## config.mk

```make
export PLATFORM = sky130hd
export DESIGN_NAME = iad_alarm_io
export DESIGN_NICKNAME = d
export VERILOG_FILES = /design/src/verilog/iad_pkg.sv /design/src/verilog/iad_alarm_io.sv
export VERILOG_INCLUDE_DIRS = /design/src /design/src/verilog
export SDC_FILE = /design/constraint.sdc
export NUM_CORES = 1
export LEC_CHECK = 0
export ABC_AREA = 0
export BUFFER_PORTS_ARGS = -buffer_cell sky130_fd_sc_hd__buf_2
export CORE_ASPECT_RATIO = 0.9
export CORE_MARGIN = 2
export CORE_UTILIZATION = 35
export CTS_CLUSTER_SIZE = 25
export DETAILED_ROUTE_END_ITERATION = 16
export GPL_TIMING_DRIVEN = 0
export HOLD_SLACK_MARGIN = 0.05
export PLACE_DENSITY = 0.63
export SETUP_SLACK_MARGIN = 0.05
export SLEW_MARGIN = 25
export SYNTH_ARGS = -nofsm -noshare
export SYNTH_HDL_FRONTEND = slang
export SYNTH_SLANG_ARGS = --single-unit
export TNS_END_PERCENT = 5
```

## constraint.sdc

```tcl
create_clock -name pclk -period 5.42 [get_ports pclk]
set_input_delay 0.271 -clock pclk [delete_from_list [all_inputs] [get_ports pclk]]
set_output_delay 0.271 -clock pclk [all_outputs]
set_load 0.02 [all_outputs]
```

## src/verilog/iad_map.svh

```systemverilog
// Purpose: Register offsets, field positions, reset values and sizes of the alarm/DIO block
// Assumes: APB byte addresses, one 32-bit word per register
// Notes: Definitions only
`ifndef IAD_MAP_SVH
`define IAD_MAP_SVH

// Sizes
`define IAD_NUM_IN 4
`define IAD_NUM_DOUT 5
`define IAD_NUM_DIN 6

// Global registers
`define IAD_CTRL_OFS 8'h00
`define IAD_MANUAL_OFS 8'h04
`define IAD_DIN_OFS 8'h08
`define IAD_STATUS_OFS 8'h0c

// Per-input registers: base plus index times stride
`define IAD_IN_BASE_SLOT 4'h2
`define IAD_IN_CFG_FLD 2'h0
`define IAD_IN_LOW_FLD 2'h1
`define IAD_IN_HIGH_FLD 2'h2

// Control register fields
`define IAD_CTRL_MODE_LSB 0
`define IAD_CTRL_BEEPOFF_BIT 2
`define IAD_CTRL_ARST_BIT 3

// Input config fields
`define IAD_CFG_EN_BIT 0
`define IAD_CFG_LATCH_BIT 1
`define IAD_CFG_RELAY_BIT 2
`define IAD_CFG_SRC_LSB 3

// Status register fields
`define IAD_ST_ALO_LSB 0
`define IAD_ST_AHI_LSB 4
`define IAD_ST_IND_EN_BIT 8
`define IAD_ST_IND_ALM_BIT 9
`define IAD_ST_RLY_HI_BIT 10
`define IAD_ST_RLY_LO_BIT 11
`define IAD_ST_BEEP_BIT 12
`define IAD_ST_DOUT_LSB 16

// Reset values
`define IAD_MANUAL_RST 5'h00
`define IAD_LOW_RST 32'sh0000_0000
`define IAD_HIGH_RST 32'sh0000_03e8

`endif

```

## src/verilog/iad_pkg.sv

```systemverilog
// Purpose: Types shared by the alarm and digital I/O block
// Assumes: Readings arrive as signed fixed-point words, each source in its own unit
// Notes: Constants live in iad_map.svh
package iad_pkg;

  // Digital output mode, off is the reset value
  typedef enum logic [1:0] {
    IAD_DOUT_OFF,
    IAD_DOUT_ALARM,
    IAD_DOUT_MANUAL,
    IAD_DOUT_SCANNER
  } iad_dout_mode_t;

  // Alarm data source, Kelvin is the reset value
  typedef enum logic [1:0] {
    IAD_SRC_KELVIN,
    IAD_SRC_CELSIUS,
    IAD_SRC_SENSOR,
    IAD_SRC_LINEAR
  } iad_src_t;

  // One input's readings, all four sources side by side
  typedef struct packed {
    logic signed [31:0] kelvin;
    logic signed [31:0] celsius;
    logic signed [31:0] sensor;
    logic signed [31:0] linear;
  } iad_reading_t;

  // Per-input alarm settings
  typedef struct packed {
    iad_src_t src;
    logic relay;
    logic latch;
    logic enable;
  } iad_cfg_t;

endpackage

```

## src/verilog/iad_alarm_io.sv

```systemverilog
// Purpose: Input high/low alarms, indicators, beeper, relays and the digital I/O port
// Assumes: Single clock pclk at 10 MHz, APB register access, readings synchronous to pclk
// Notes: Inputs 0 and 1 are A and B; 2 and 3 are optional and gated by opt_installed
//
// Decided for this implementation: the register offsets and the APB slave port.
`include "iad_map.svh"
`timescale 1ns/1ps
`default_nettype none

module iad_alarm_io (
  // Clock, reset, clock enable
  input wire logic pclk,
  input wire logic presetn,
  input wire logic ce,
  // APB slave
  input wire logic psel,
  input wire logic penable,
  input wire logic pwrite,
  input wire logic [7:0] paddr,
  input wire logic [31:0] pwdata,
  output logic [31:0] prdata,
  output logic pready,
  output logic pslverr,
  // Measurement path
  input wire iad_pkg::iad_reading_t [`IAD_NUM_IN-1:0] reading,
  input wire logic [`IAD_NUM_IN-1:0] reading_valid,
  input wire logic [1:0] opt_installed,
  input wire logic [4:0] scan_chan,
  // Digital I/O port
  input wire logic [`IAD_NUM_DIN-1:0] din,
  output logic [`IAD_NUM_DOUT-1:0] dout,
  // Annunciators, beeper, relays
  output logic ind_enabled,
  output logic ind_alarming,
  output logic beeper,
  output logic relay_hi,
  output logic relay_lo
);

  localparam int NIN = `IAD_NUM_IN;

  // Settings
  iad_pkg::iad_dout_mode_t mode_q;
  logic beep_off_q;
  logic [`IAD_NUM_DOUT-1:0] manual_q;
  iad_pkg::iad_cfg_t cfg_q [NIN];
  logic signed [31:0] low_q [NIN];
  logic signed [31:0] high_q [NIN];

  // State
  logic [`IAD_NUM_DIN-1:0] din_q;
  logic [NIN-1:0] cond_hi_q, cond_lo_q, cond_hi_d, cond_lo_d;
  logic [NIN-1:0] alm_hi_q, alm_lo_q, alm_hi_d, alm_lo_d;
  logic [`IAD_NUM_DOUT-1:0] dout_d;
  logic [NIN-1:0] installed, active, relay_vec;
  logic alarm_rst, ind_en_d, ind_alm_d;

  // Bus decode
  logic wr_en, rd_setup, in_hit, rd_ok;
  logic [1:0] in_idx, in_fld;
  logic [31:0] rd_data;

  // Picks the configured source and compares strictly; returns {high, low}
  function automatic logic [1:0] eval_cond(input iad_pkg::iad_reading_t r,
                                           input iad_pkg::iad_src_t src,
                                           input logic signed [31:0] lo,
                                           input logic signed [31:0] hi);
    logic signed [31:0] v;
    v = r.kelvin;
    case (src)
      iad_pkg::IAD_SRC_KELVIN: v = r.kelvin;
      iad_pkg::IAD_SRC_CELSIUS: v = r.celsius;
      iad_pkg::IAD_SRC_SENSOR: v = r.sensor;
      iad_pkg::IAD_SRC_LINEAR: v = r.linear;
      default: v = r.kelvin;
    endcase
    return {v > hi, v < lo};
  endfunction

  // Per-input window: slot in paddr[7:4], field in paddr[3:2]
  function automatic logic in_window(input logic [7:0] a);
    logic [3:0] slot;
    slot = a[7:4] - `IAD_IN_BASE_SLOT;
    return (a[7:4] >= `IAD_IN_BASE_SLOT) && (slot < 4'(NIN)) &&
           (a[3:2] != 2'h3) && (a[1:0] == 2'h0);
  endfunction

  assign installed = {opt_installed, 2'b11};
  assign wr_en = ce & psel & penable & pwrite;
  assign rd_setup = ce & psel & ~penable;
  assign in_hit = in_window(paddr);
  assign in_idx = 2'(paddr[7:4] - `IAD_IN_BASE_SLOT);
  assign in_fld = paddr[3:2];
  assign alarm_rst = wr_en & (paddr == `IAD_CTRL_OFS) & pwdata[`IAD_CTRL_ARST_BIT];

  // Zero-wait slave; a frozen block holds the bus off rather than lose a write
  assign pready = ce;
  assign pslverr = psel & penable & ~rd_ok;

  // Global settings
  always_ff @(posedge pclk or negedge presetn) begin
    if (!presetn) begin
      mode_q <= iad_pkg::IAD_DOUT_OFF;
      beep_off_q <= 1'b0;
      manual_q <= `IAD_MANUAL_RST;
    end else if (wr_en && paddr == `IAD_CTRL_OFS) begin
      mode_q <= iad_pkg::iad_dout_mode_t'(pwdata[`IAD_CTRL_MODE_LSB +: 2]);
      beep_off_q <= pwdata[`IAD_CTRL_BEEPOFF_BIT];
    end else if (wr_en && paddr == `IAD_MANUAL_OFS) begin
      manual_q <= pwdata[`IAD_NUM_DOUT-1:0];
    end
  end

  // Per-input settings; a new source brings the thresholds back to default
  always_ff @(posedge pclk or negedge presetn) begin
    if (!presetn) begin
      for (int i = 0; i < NIN; i++) begin
        cfg_q[i] <= '0;
        low_q[i] <= `IAD_LOW_RST;
        high_q[i] <= `IAD_HIGH_RST;
      end
    end else if (wr_en && in_hit) begin
      case (in_fld)
        `IAD_IN_CFG_FLD: begin
          cfg_q[in_idx].enable <= pwdata[`IAD_CFG_EN_BIT];
          cfg_q[in_idx].latch <= pwdata[`IAD_CFG_LATCH_BIT];
          cfg_q[in_idx].relay <= pwdata[`IAD_CFG_RELAY_BIT];
          cfg_q[in_idx].src <= iad_pkg::iad_src_t'(pwdata[`IAD_CFG_SRC_LSB +: 2]);
          if (pwdata[`IAD_CFG_SRC_LSB +: 2] != cfg_q[in_idx].src) begin
            low_q[in_idx] <= `IAD_LOW_RST;
            high_q[in_idx] <= `IAD_HIGH_RST;
          end
        end
        `IAD_IN_LOW_FLD: low_q[in_idx] <= pwdata;
        `IAD_IN_HIGH_FLD: high_q[in_idx] <= pwdata;
        default: ;
      endcase
    end
  end

  // Digital inputs sampled every enabled cycle regardless of mode
  always_ff @(posedge pclk or negedge presetn) begin
    if (!presetn) begin
      din_q <= '0;
    end else if (ce) begin
      din_q <= din;
    end
  end

  // Alarm evaluation; a reading strobe takes effect at the very next edge
  always_comb begin
    logic [1:0] c;
    c = 2'b00;
    for (int i = 0; i < NIN; i++) begin
      active[i] = cfg_q[i].enable & installed[i];
      relay_vec[i] = cfg_q[i].relay;
      c = eval_cond(reading[i], cfg_q[i].src, low_q[i], high_q[i]);
      cond_hi_d[i] = active[i] & (reading_valid[i] ? c[1] : cond_hi_q[i]);
      cond_lo_d[i] = active[i] & (reading_valid[i] ? c[0] : cond_lo_q[i]);
      // Latch holds until reset; a live condition always wins over reset
      alm_hi_d[i] = active[i] & (cond_hi_d[i] |
                    (cfg_q[i].latch & alm_hi_q[i] & ~alarm_rst));
      alm_lo_d[i] = active[i] & (cond_lo_d[i] |
                    (cfg_q[i].latch & alm_lo_q[i] & ~alarm_rst));
    end
  end

  // Condition and alarm state
  always_ff @(posedge pclk or negedge presetn) begin
    if (!presetn) begin
      cond_hi_q <= '0;
      cond_lo_q <= '0;
      alm_hi_q <= '0;
      alm_lo_q <= '0;
    end else if (ce) begin
      cond_hi_q <= cond_hi_d;
      cond_lo_q <= cond_lo_d;
      alm_hi_q <= alm_hi_d;
      alm_lo_q <= alm_lo_d;
    end
  end

  // Output port mode select
  always_comb begin
    case (mode_q)
      iad_pkg::IAD_DOUT_OFF: dout_d = '0;
      iad_pkg::IAD_DOUT_ALARM: dout_d = {|(alm_hi_d[NIN-1:2] | alm_lo_d[NIN-1:2]),
                                         alm_hi_d[1], alm_lo_d[1],
                                         alm_hi_d[0], alm_lo_d[0]};
      iad_pkg::IAD_DOUT_MANUAL: dout_d = manual_q;
      iad_pkg::IAD_DOUT_SCANNER: dout_d = scan_chan;
      default: dout_d = '0;
    endcase
  end

  assign ind_en_d = |active;
  assign ind_alm_d = |(alm_hi_d | alm_lo_d);

  // Registered outputs, in step with the alarm state
  always_ff @(posedge pclk or negedge presetn) begin
    if (!presetn) begin
      dout <= '0;
      ind_enabled <= 1'b0;
      ind_alarming <= 1'b0;
      beeper <= 1'b0;
      relay_hi <= 1'b0;
      relay_lo <= 1'b0;
    end else if (ce) begin
      dout <= dout_d;
      ind_enabled <= ind_en_d;
      ind_alarming <= ind_alm_d;
      beeper <= ind_alm_d & ~beep_off_q;
      relay_hi <= |(alm_hi_d & relay_vec);
      relay_lo <= |(alm_lo_d & relay_vec);
    end
  end

  // Read mux; unmapped addresses answer with an error and zero data
  always_comb begin
    rd_data = '0;
    rd_ok = 1'b1;
    if (paddr == `IAD_CTRL_OFS) begin
      rd_data[`IAD_CTRL_MODE_LSB +: 2] = mode_q;
      rd_data[`IAD_CTRL_BEEPOFF_BIT] = beep_off_q;
    end else if (paddr == `IAD_MANUAL_OFS) begin
      rd_data[`IAD_NUM_DOUT-1:0] = manual_q;
    end else if (paddr == `IAD_DIN_OFS) begin
      rd_data[`IAD_NUM_DIN-1:0] = din_q;
    end else if (paddr == `IAD_STATUS_OFS) begin
      rd_data[`IAD_ST_ALO_LSB +: NIN] = alm_lo_q;
      rd_data[`IAD_ST_AHI_LSB +: NIN] = alm_hi_q;
      rd_data[`IAD_ST_IND_EN_BIT] = ind_enabled;
      rd_data[`IAD_ST_IND_ALM_BIT] = ind_alarming;
      rd_data[`IAD_ST_RLY_HI_BIT] = relay_hi;
      rd_data[`IAD_ST_RLY_LO_BIT] = relay_lo;
      rd_data[`IAD_ST_BEEP_BIT] = beeper;
      rd_data[`IAD_ST_DOUT_LSB +: `IAD_NUM_DOUT] = dout;
    end else if (in_hit) begin
      case (in_fld)
        `IAD_IN_CFG_FLD: begin
          rd_data[`IAD_CFG_EN_BIT] = cfg_q[in_idx].enable;
          rd_data[`IAD_CFG_LATCH_BIT] = cfg_q[in_idx].latch;
          rd_data[`IAD_CFG_RELAY_BIT] = cfg_q[in_idx].relay;
          rd_data[`IAD_CFG_SRC_LSB +: 2] = cfg_q[in_idx].src;
        end
        `IAD_IN_LOW_FLD: rd_data = low_q[in_idx];
        `IAD_IN_HIGH_FLD: rd_data = high_q[in_idx];
        default: rd_ok = 1'b0;
      endcase
    end else begin
      rd_ok = 1'b0;
    end
  end

  // Read data captured in the setup cycle so it is a flop in the access phase
  always_ff @(posedge pclk or negedge presetn) begin
    if (!presetn) begin
      prdata <= '0;
    end else if (rd_setup) begin
      prdata <= pwrite ? 32'h0000_0000 : rd_data;
    end
  end
endmodule

`default_nettype wire

```

==> flow_summary.ini, run 1 <==
[timing]
setup_violations = 0
tightest_slew_ns = 1.173
post-route-period-util_pct = 95.22
slew_viol_final = 0
worst_clock_skew_ns = 0.01801
slew_headroom_pct = 21.81
clock.fmax_mhz = 193.8
min_period_ns = 5.161
hold_slack_ns = 0.06393
rsz0062_at_grt = false
finalHoldViolations = 0

[final_layout]
area_growth_pct = 24.05
layout_common_cells = 633 x buf_2, 411 x nand2_1, 340 x o21ai_0
layout-drive-gt1-share_pct = 30.49
final_cell_area_um2 = 31050
instances_no_fill = 4187
final_common_cell = buf_2
layout.nets = 4036
utilization_pct = 43.60

[run]
maxCapViolCount = 0

[critical_path]
r2r_end = beeper
worst-path-buf-inv = 2
r2r-start = cfg_q[18]
critPathRequiredTime_ns = 5.86
path_cells = clkbuf_1 -> clkbuf_1 -> mux4_2 -> ha_1 -> a211oi_1 -> o22ai_1 -> or4b_1 -> a32oi_1 -> a21o_1 -> a31oi_1 -> a41oi_1 -> and4_4 -> a221oi_2
cp-start-kind = flop
crit_arrival_ns = 5.60
r2r_slack_ns = 0.26
critical_path_class = reg2reg
crit_top_cell = clkbuf_1
critPathCaptureType = flop
r2r_cells = 13
cpPeakStageDelay_ns = 0.77
crit_path_top_delay_cell = clkbuf_1
path_depth = 13
worst-path-max-fanout = 10
endpoint = beeper
critPathTopFamily = compound AO/OA/AOI/OAI gates
critPathLaunch = cfg_q[18]

[drt]
viasPerCell = 5.744
wire_per_inst_um = 26.54
via_count = 24050
drtIter0Drc = 2152
drt-total-wl_mm = 111.1
first_pass_iters = 6
ant_nets = 0
route.detailed.drc = 0

[floorplan]
start_util_pct = 35.15
die_w_um = 285.9
io_pins = 619
fp.dieH_um = 257.7
core_area_um2 = 71210
dieArea_um2 = 73670
rows = 93

[cts]
insertion_delay_ns = 0.59
clk_path_buf_depth = 3
htree_levels = 2
root_buffer = clkbuf_16
path_clk_slew_ns = 0.06
cts_sinks = 348
cts_tree = built
post_cts_buffers = 0
cts_buffers = 42

[power_and_ir_drop]
ir_worst_vdd_v = 0.0001873
power.leakage_nw = 13.23
power_mw = 6.588
power_density_nw_per_um2 = 212.2

[synth]
synth_edf_count = 0
async_reset_ff_share_pct = 100.0
syn-num-nets = 3354
avgSynthCellArea_um2 = 9.929
postSynth.topFlopCell = dfrtp_1
synth_area_um2 = 25030
yosysSeqAreaShare_pct = 34.91
synth_top_area_share_pct = 32.39
synth_cells = 2521
yosys.area.top_type = dfrtp_1
ys_seq_elements = 348
yosysWarningCount = 0
synth_area_leaders = dfrtp_1 32%, mux4_2 18%, ha_1 13%
ys_types = 77

[global_route]
antenna_found_initial = 12
grt_max_degree = 89
grt_first_pass_wirelength_mm = 159.7
grt_pass1_vias = 23890
gr-total-overflow = 0
track_usage_pct = 29.67

[placement]
dp_hpwl_mm = 91.01
gp_congestion = 0.9676
dp.cells = 4090
place_area_um2 = 29430
placement.io_buffers = 615

[min_path]
min_path_type = in2reg

[run_status]
status = complete, no violations
[cell families after synthesis]
family                     count (synthesis)  share of synthesized area [%]
AOI/OAI and AO/OA                        624                          14.84
xor gates and xnor gates                   7                         0.2449
adders and majority gates                258                          12.90
buffers and inverters                    412                          6.328
DFF                                      348                          34.91
muxes                                    241                          19.69
and+or+nand+nor                          631                          11.09
[registers in the layout, summed over array words and instances (netlist names)]
register	count
din_q	6
low_q	128
manual_q	5
dout	5
alm_lo_q	4
beep_off_q	1
relay_lo	1
active	2
ind_alarming	1
relay_hi	1
cond_hi_q	4
alm_hi_q	4
ind_enabled	1
mode_q	2
cond_lo_q	4
prdata	32
beeper	1
cfg_q	18
high_q	128
[synthesized netlist by cell type (all sizes together), types with 3 or more instances]
master,instances
nor4,8
mux4,197
mux2,41
and4,6
a222oi,3
a211oi,20
a21o,21
a311oi,4
clkbuf,96
a22o,4
nand3,39
dfrtp,324
and2,5
a22oi,42
nor2b,10
mux2i,3
nand4,42
o21a,13
nor3,19
o21ai,342
a31oi,9
ha,258
o22ai,7
a221oi,7
nor2,61
a21oi,93
dfstp,24
inv,282
xnor2,7
or3,3
nand3b,5
o221ai,8
o211ai,10
and3,8
o22a,4
o2111ai,3
a32oi,4
nand2b,5
buf,34
o2bb2ai,3
nand2,411
a221o,4
nor3b,3
[repair_timing]
item / 4_1_cts / 5_1_grt
resized for setup: 2 / 3
gates cloned: 0 / 0
endpoints found under the setup margin: 4 / 5
endpoints found under the hold margin: 295 / 0
hold buffers: 18 / 0
[report_power, final]
group	internal (mW)	total (mW)	leakage (nW)	switching (mW)
clock network	1.78	2.98	0.693	1.20
registers	2.62	2.65	4.74	0.0231
logic	0.423	0.965	7.80	0.542
[metal layers]
metal / wire [um] / vias up / track usage [%]
met5: 39 / - / 0
met2: 50420 / 1309 / 46.81
li1: - / 10580 / -
met3: 11370 / 213 / 8.260
met1: 44670 / 11940 / 38.64
met4: 4629 / 6 / 11.69
[worst register-to-register path: stages, from the launching register on]
cell and delay (ns):
dfrtp_1 0.32, clkbuf_1 0.52, clkbuf_1 0.77, mux4_2 0.48, ha_1 0.31, a211oi_1 0.25, o22ai_1 0.14, or4b_1 0.51
a32oi_1 0.44, a21o_1 0.30, a31oi_1 0.14, a41oi_1 0.46, and4_4 0.32, a221oi_2 0.06
[worst min path at each step]
stage,startpoint,to,slack [ns],depth (start not counted)
3_3_place_gp,prdata[28],prdata[28],0.46,2
6_report,pwdata[22],low_q[118],0.06,3
2_1_floorplan,presetn,active[0],-0.02,0
4_1_cts,pwdata[22],low_q[118],0.05,3
3_5_place_dp,presetn,prdata[23],0.14,1
5_1_grt,pwdata[22],low_q[118],0.08,3
[through the flow]
stage / setup TNS, ns / setup WS [ns]
finish: 0 / 0.2590
global route: 0 / 0.07423
CTS: 0 / 0.05156
detailed placement: 0 / 0.04567
global placement: -967.76 / -2.986
floorplan: 0 / 1.459
[final cells by class]
type | instances | area [um2]
Fill cell | 7013 | 40160
Timing Repair Buffer | 638 | 3390
Inverter | 282 | 1059
Multi-Input combinational cell | 1761 | 14710
Tap cell | 950 | 1189
Antenna cell | 3 | 7.507
Clock buffer | 71 | 1345
Sequential cell | 348 | 8738
Buffer | 130 | 539.3
Clock inverter | 4 | 70.07
Power figures use the tool's default switching activity.
==> inputs of run 2 (changes only) <==
--- a/config.mk
+++ b/config.mk
@@ -15,7 +15,7 @@
 export DETAILED_ROUTE_END_ITERATION = 16
 export GPL_TIMING_DRIVEN = 0
 export HOLD_SLACK_MARGIN = 0.05
-export PLACE_DENSITY = 0.63
+export PLACE_DENSITY = 0.65
 export SETUP_SLACK_MARGIN = 0.05
 export SLEW_MARGIN = 25
 export SYNTH_ARGS = -nofsm -noshare
==> constraint.sdc (replaced) <==
create_clock -name pclk -period 4.18 [get_ports pclk]
set_input_delay 0.209 -clock pclk [delete_from_list [all_inputs] [get_ports pclk]]
set_output_delay 0.209 -clock pclk [all_outputs]
set_load 0.02 [all_outputs]
==> run 2 against run 1 <==
Critical path depth is 2 lower. Cell area up 2.3%. Largest power group unchanged. Sequential power rose by 29%. Largest cell class unchanged. Hold slack lost 0.0045 ns. Setup slack worse by 0.21 ns. Die area unchanged. Global-route usage down 0.13 points. Total power grew 28%.
==> flow_summary.ini, run 2 (synthesis gave the netlist of run 1 again) <==
[drt]
first_pass_iters = 7
ant_nets = 0
wire_per_inst_um = 26.40
route.detailed.drc = 0
drtIter0Drc = 2453
viasPerCell = 5.692
via_count = 24010
drt-total-wl_mm = 111.4

[run]
maxCapViolCount = 0

[floorplan]
io_pins = 619
rows = 93
dieArea_um2 = 73670
start_util_pct = 35.15
fp.dieH_um = 257.7
core_area_um2 = 71210
die_w_um = 285.9

[power_and_ir_drop]
power_density_nw_per_um2 = 265.6
ir_worst_vdd_v = 0.0002605
power.leakage_nw = 13.55

[cts]
path_clk_slew_ns = 0.06
clk_path_buf_depth = 3
insertion_delay_ns = 0.58
cts_buffers = 41
cts_sinks = 348
htree_levels = 2
cts_tree = built
root_buffer = clkbuf_16

[final_layout]
regArea_um2 = 8741
multi_input_area_um2 = 15020
layout.nets = 4069
top_regs = high_q (128), low_q (128), prdata (32)
final_common_cell = buf_2
layout_common_cells = 623 x buf_2, 410 x nand2_1, 337 x o21ai_0
area_growth_pct = 26.95
nFillCells = 6982
utilization_pct = 44.62
layout-drive-gt1-share_pct = 32.42

[timing]
slew_headroom_pct = 26.27
setup_violations = 0
post-route-period-util_pct = 98.72
min_period_ns = 4.126
rsz0062_at_grt = true
hold_slack_ns = 0.05946
slew_viol_final = 0
finalHoldViolations = 0
clock.fmax_mhz = 242.3
worst_clock_skew_ns = 0.01538
tightest_slew_ns = 1.106

[global_route]
grt_first_pass_wirelength_mm = 158.7
grt_max_degree = 86
use_met2_pct = 46.50
grt.busiest_layer = met2
gr-total-overflow = 0
antenna_found_initial = 5
use_met3_pct = 7.120
grt_util_met1_pct = 39.53
track_usage_pct = 29.54
grt_pass1_vias = 23540

[placement]
dp_hpwl_mm = 90.97
placement.io_buffers = 615
gp_congestion = 0.9798

[critical_path]
worst-path-max-fanout = 10
endpoint = beeper
r2r_end = beeper
r2r_cells = 11
path_cells = clkbuf_2 -> mux4_2 -> ha_1 -> nand4_1 -> nor3_1 -> nand4_1 -> nor4_4 -> nor3_1 -> a2bb2oi_2 -> and4_4 -> a221oi_2
critPathCaptureType = flop
cpPeakStageDelay_ns = 0.52
critPathRequiredTime_ns = 4.61
crit_arrival_ns = 4.56
r2r-start = cfg_q[18]
critPathLaunch = cfg_q[18]
cp-start-kind = flop
crit_path_top_delay_cell = nor4_4
critical_path_class = reg2reg
r2r_slack_ns = 0.05

[min_path]
whs_path_depth = 2
min_path_type = in2reg

[run_status]
status = complete, no violations
==> run 2: cell count changes in the layout (fill, tap and decap cells not counted), sizes merged <==
cell and change:
bufinv -1, clkbuf -13, clkinv +5, clkinvlp +2, buf +18, diode -2
inv +1, dlygate4sd3 +21
==> run 2: per-stage QoR <==
| stage | instances | setup TNS [ns] | setup slack (ns) | area, um2 | power, mW |
|---|---|---|---|---|---|
| 6_report | 4218 | 0 | 0.05360 | 31780 | 8.439 |
| 5_1_grt | 4217 | 0 | 0.01523 | 31770 | 8.686 |
| 4_1_cts | 4208 | 0 | 0.04014 | 31530 | 8.407 |
| 3_5_place_dp | 4090 | -19.78 | -1.188 | 29430 | 4.718 |
| 3_3_place_gp | 4086 | -1400.70 | -4.145 | 29300 | 4.684 |
| 2_1_floorplan | 2521 | 0 | 0.2190 | 25030 | 4.042 |
==> run 2: what timing repair did <==
action / 4_1_cts / 5_1_grt
gates resized for setup: 92 / 39
hold buffers: 39 / 0
pin swaps: 8 / 16
setup buffers: 7 / 9
setup endpoints to repair: 25 / 11
endpoints found under the hold margin: 272 / 0
==> run 2: worst max-delay path: cells and delay by family (launching register included) <==
kind	cells	cell delay [ns]
DFF	1	0.51
AOI/OAI and AO/OA	2	0.34
adders and majority gates	1	0.39
buffers and inverters	1	0.45
muxes	1	0.42
and+or+nand+nor	6	1.86
==> run 2: worst min-delay path by stage <==
stage	endpoint	startpoint	slack, ns
after floorplan	active[0]	presetn	-0.09
after global placement	din_q[1]	din[1]	0.45
after detailed placement	prdata[23]	presetn	0.20
after CTS	dout[1]	scan_chan[1]	0.05
after global routing	dout[1]	scan_chan[1]	0.07
final	cfg_q[12]	pwdata[2]	0.06
==> run 2: report_power, final <==
part / internal [mW] / switching (mW) / total (mW)
clock network: 2.15 / 1.55 / 3.71
logic: 0.575 / 0.727 / 1.30
registers: 3.40 / 0.0291 / 3.43
total: 6.13 / 2.31 / 8.44
==> run 2: cell type report <==
| class | count | area share [%] |
|---|---|---|
| Clock inverter | 11 | 0.2796 |
| Buffer | 128 | 2.205 |
| Timing Repair Buffer | 674 | 11.67 |
| Inverter | 282 | 3.331 |
| Multi-Input combinational cell | 1761 | 47.26 |
| Tap cell | 950 | 3.741 |
| Sequential cell | 348 | 27.51 |
| Antenna cell | 1 | 0.007875 |
| Clock buffer | 63 | 4.000 |
==> run 2: routing by layer <==
layer | vias up | share of wire (%)
met5 | - | 0
met4 | 0 | 4.0
met3 | 202 | 10
met2 | 1326 | 45
met1 | 11860 | 40
li1 | 10620 | -
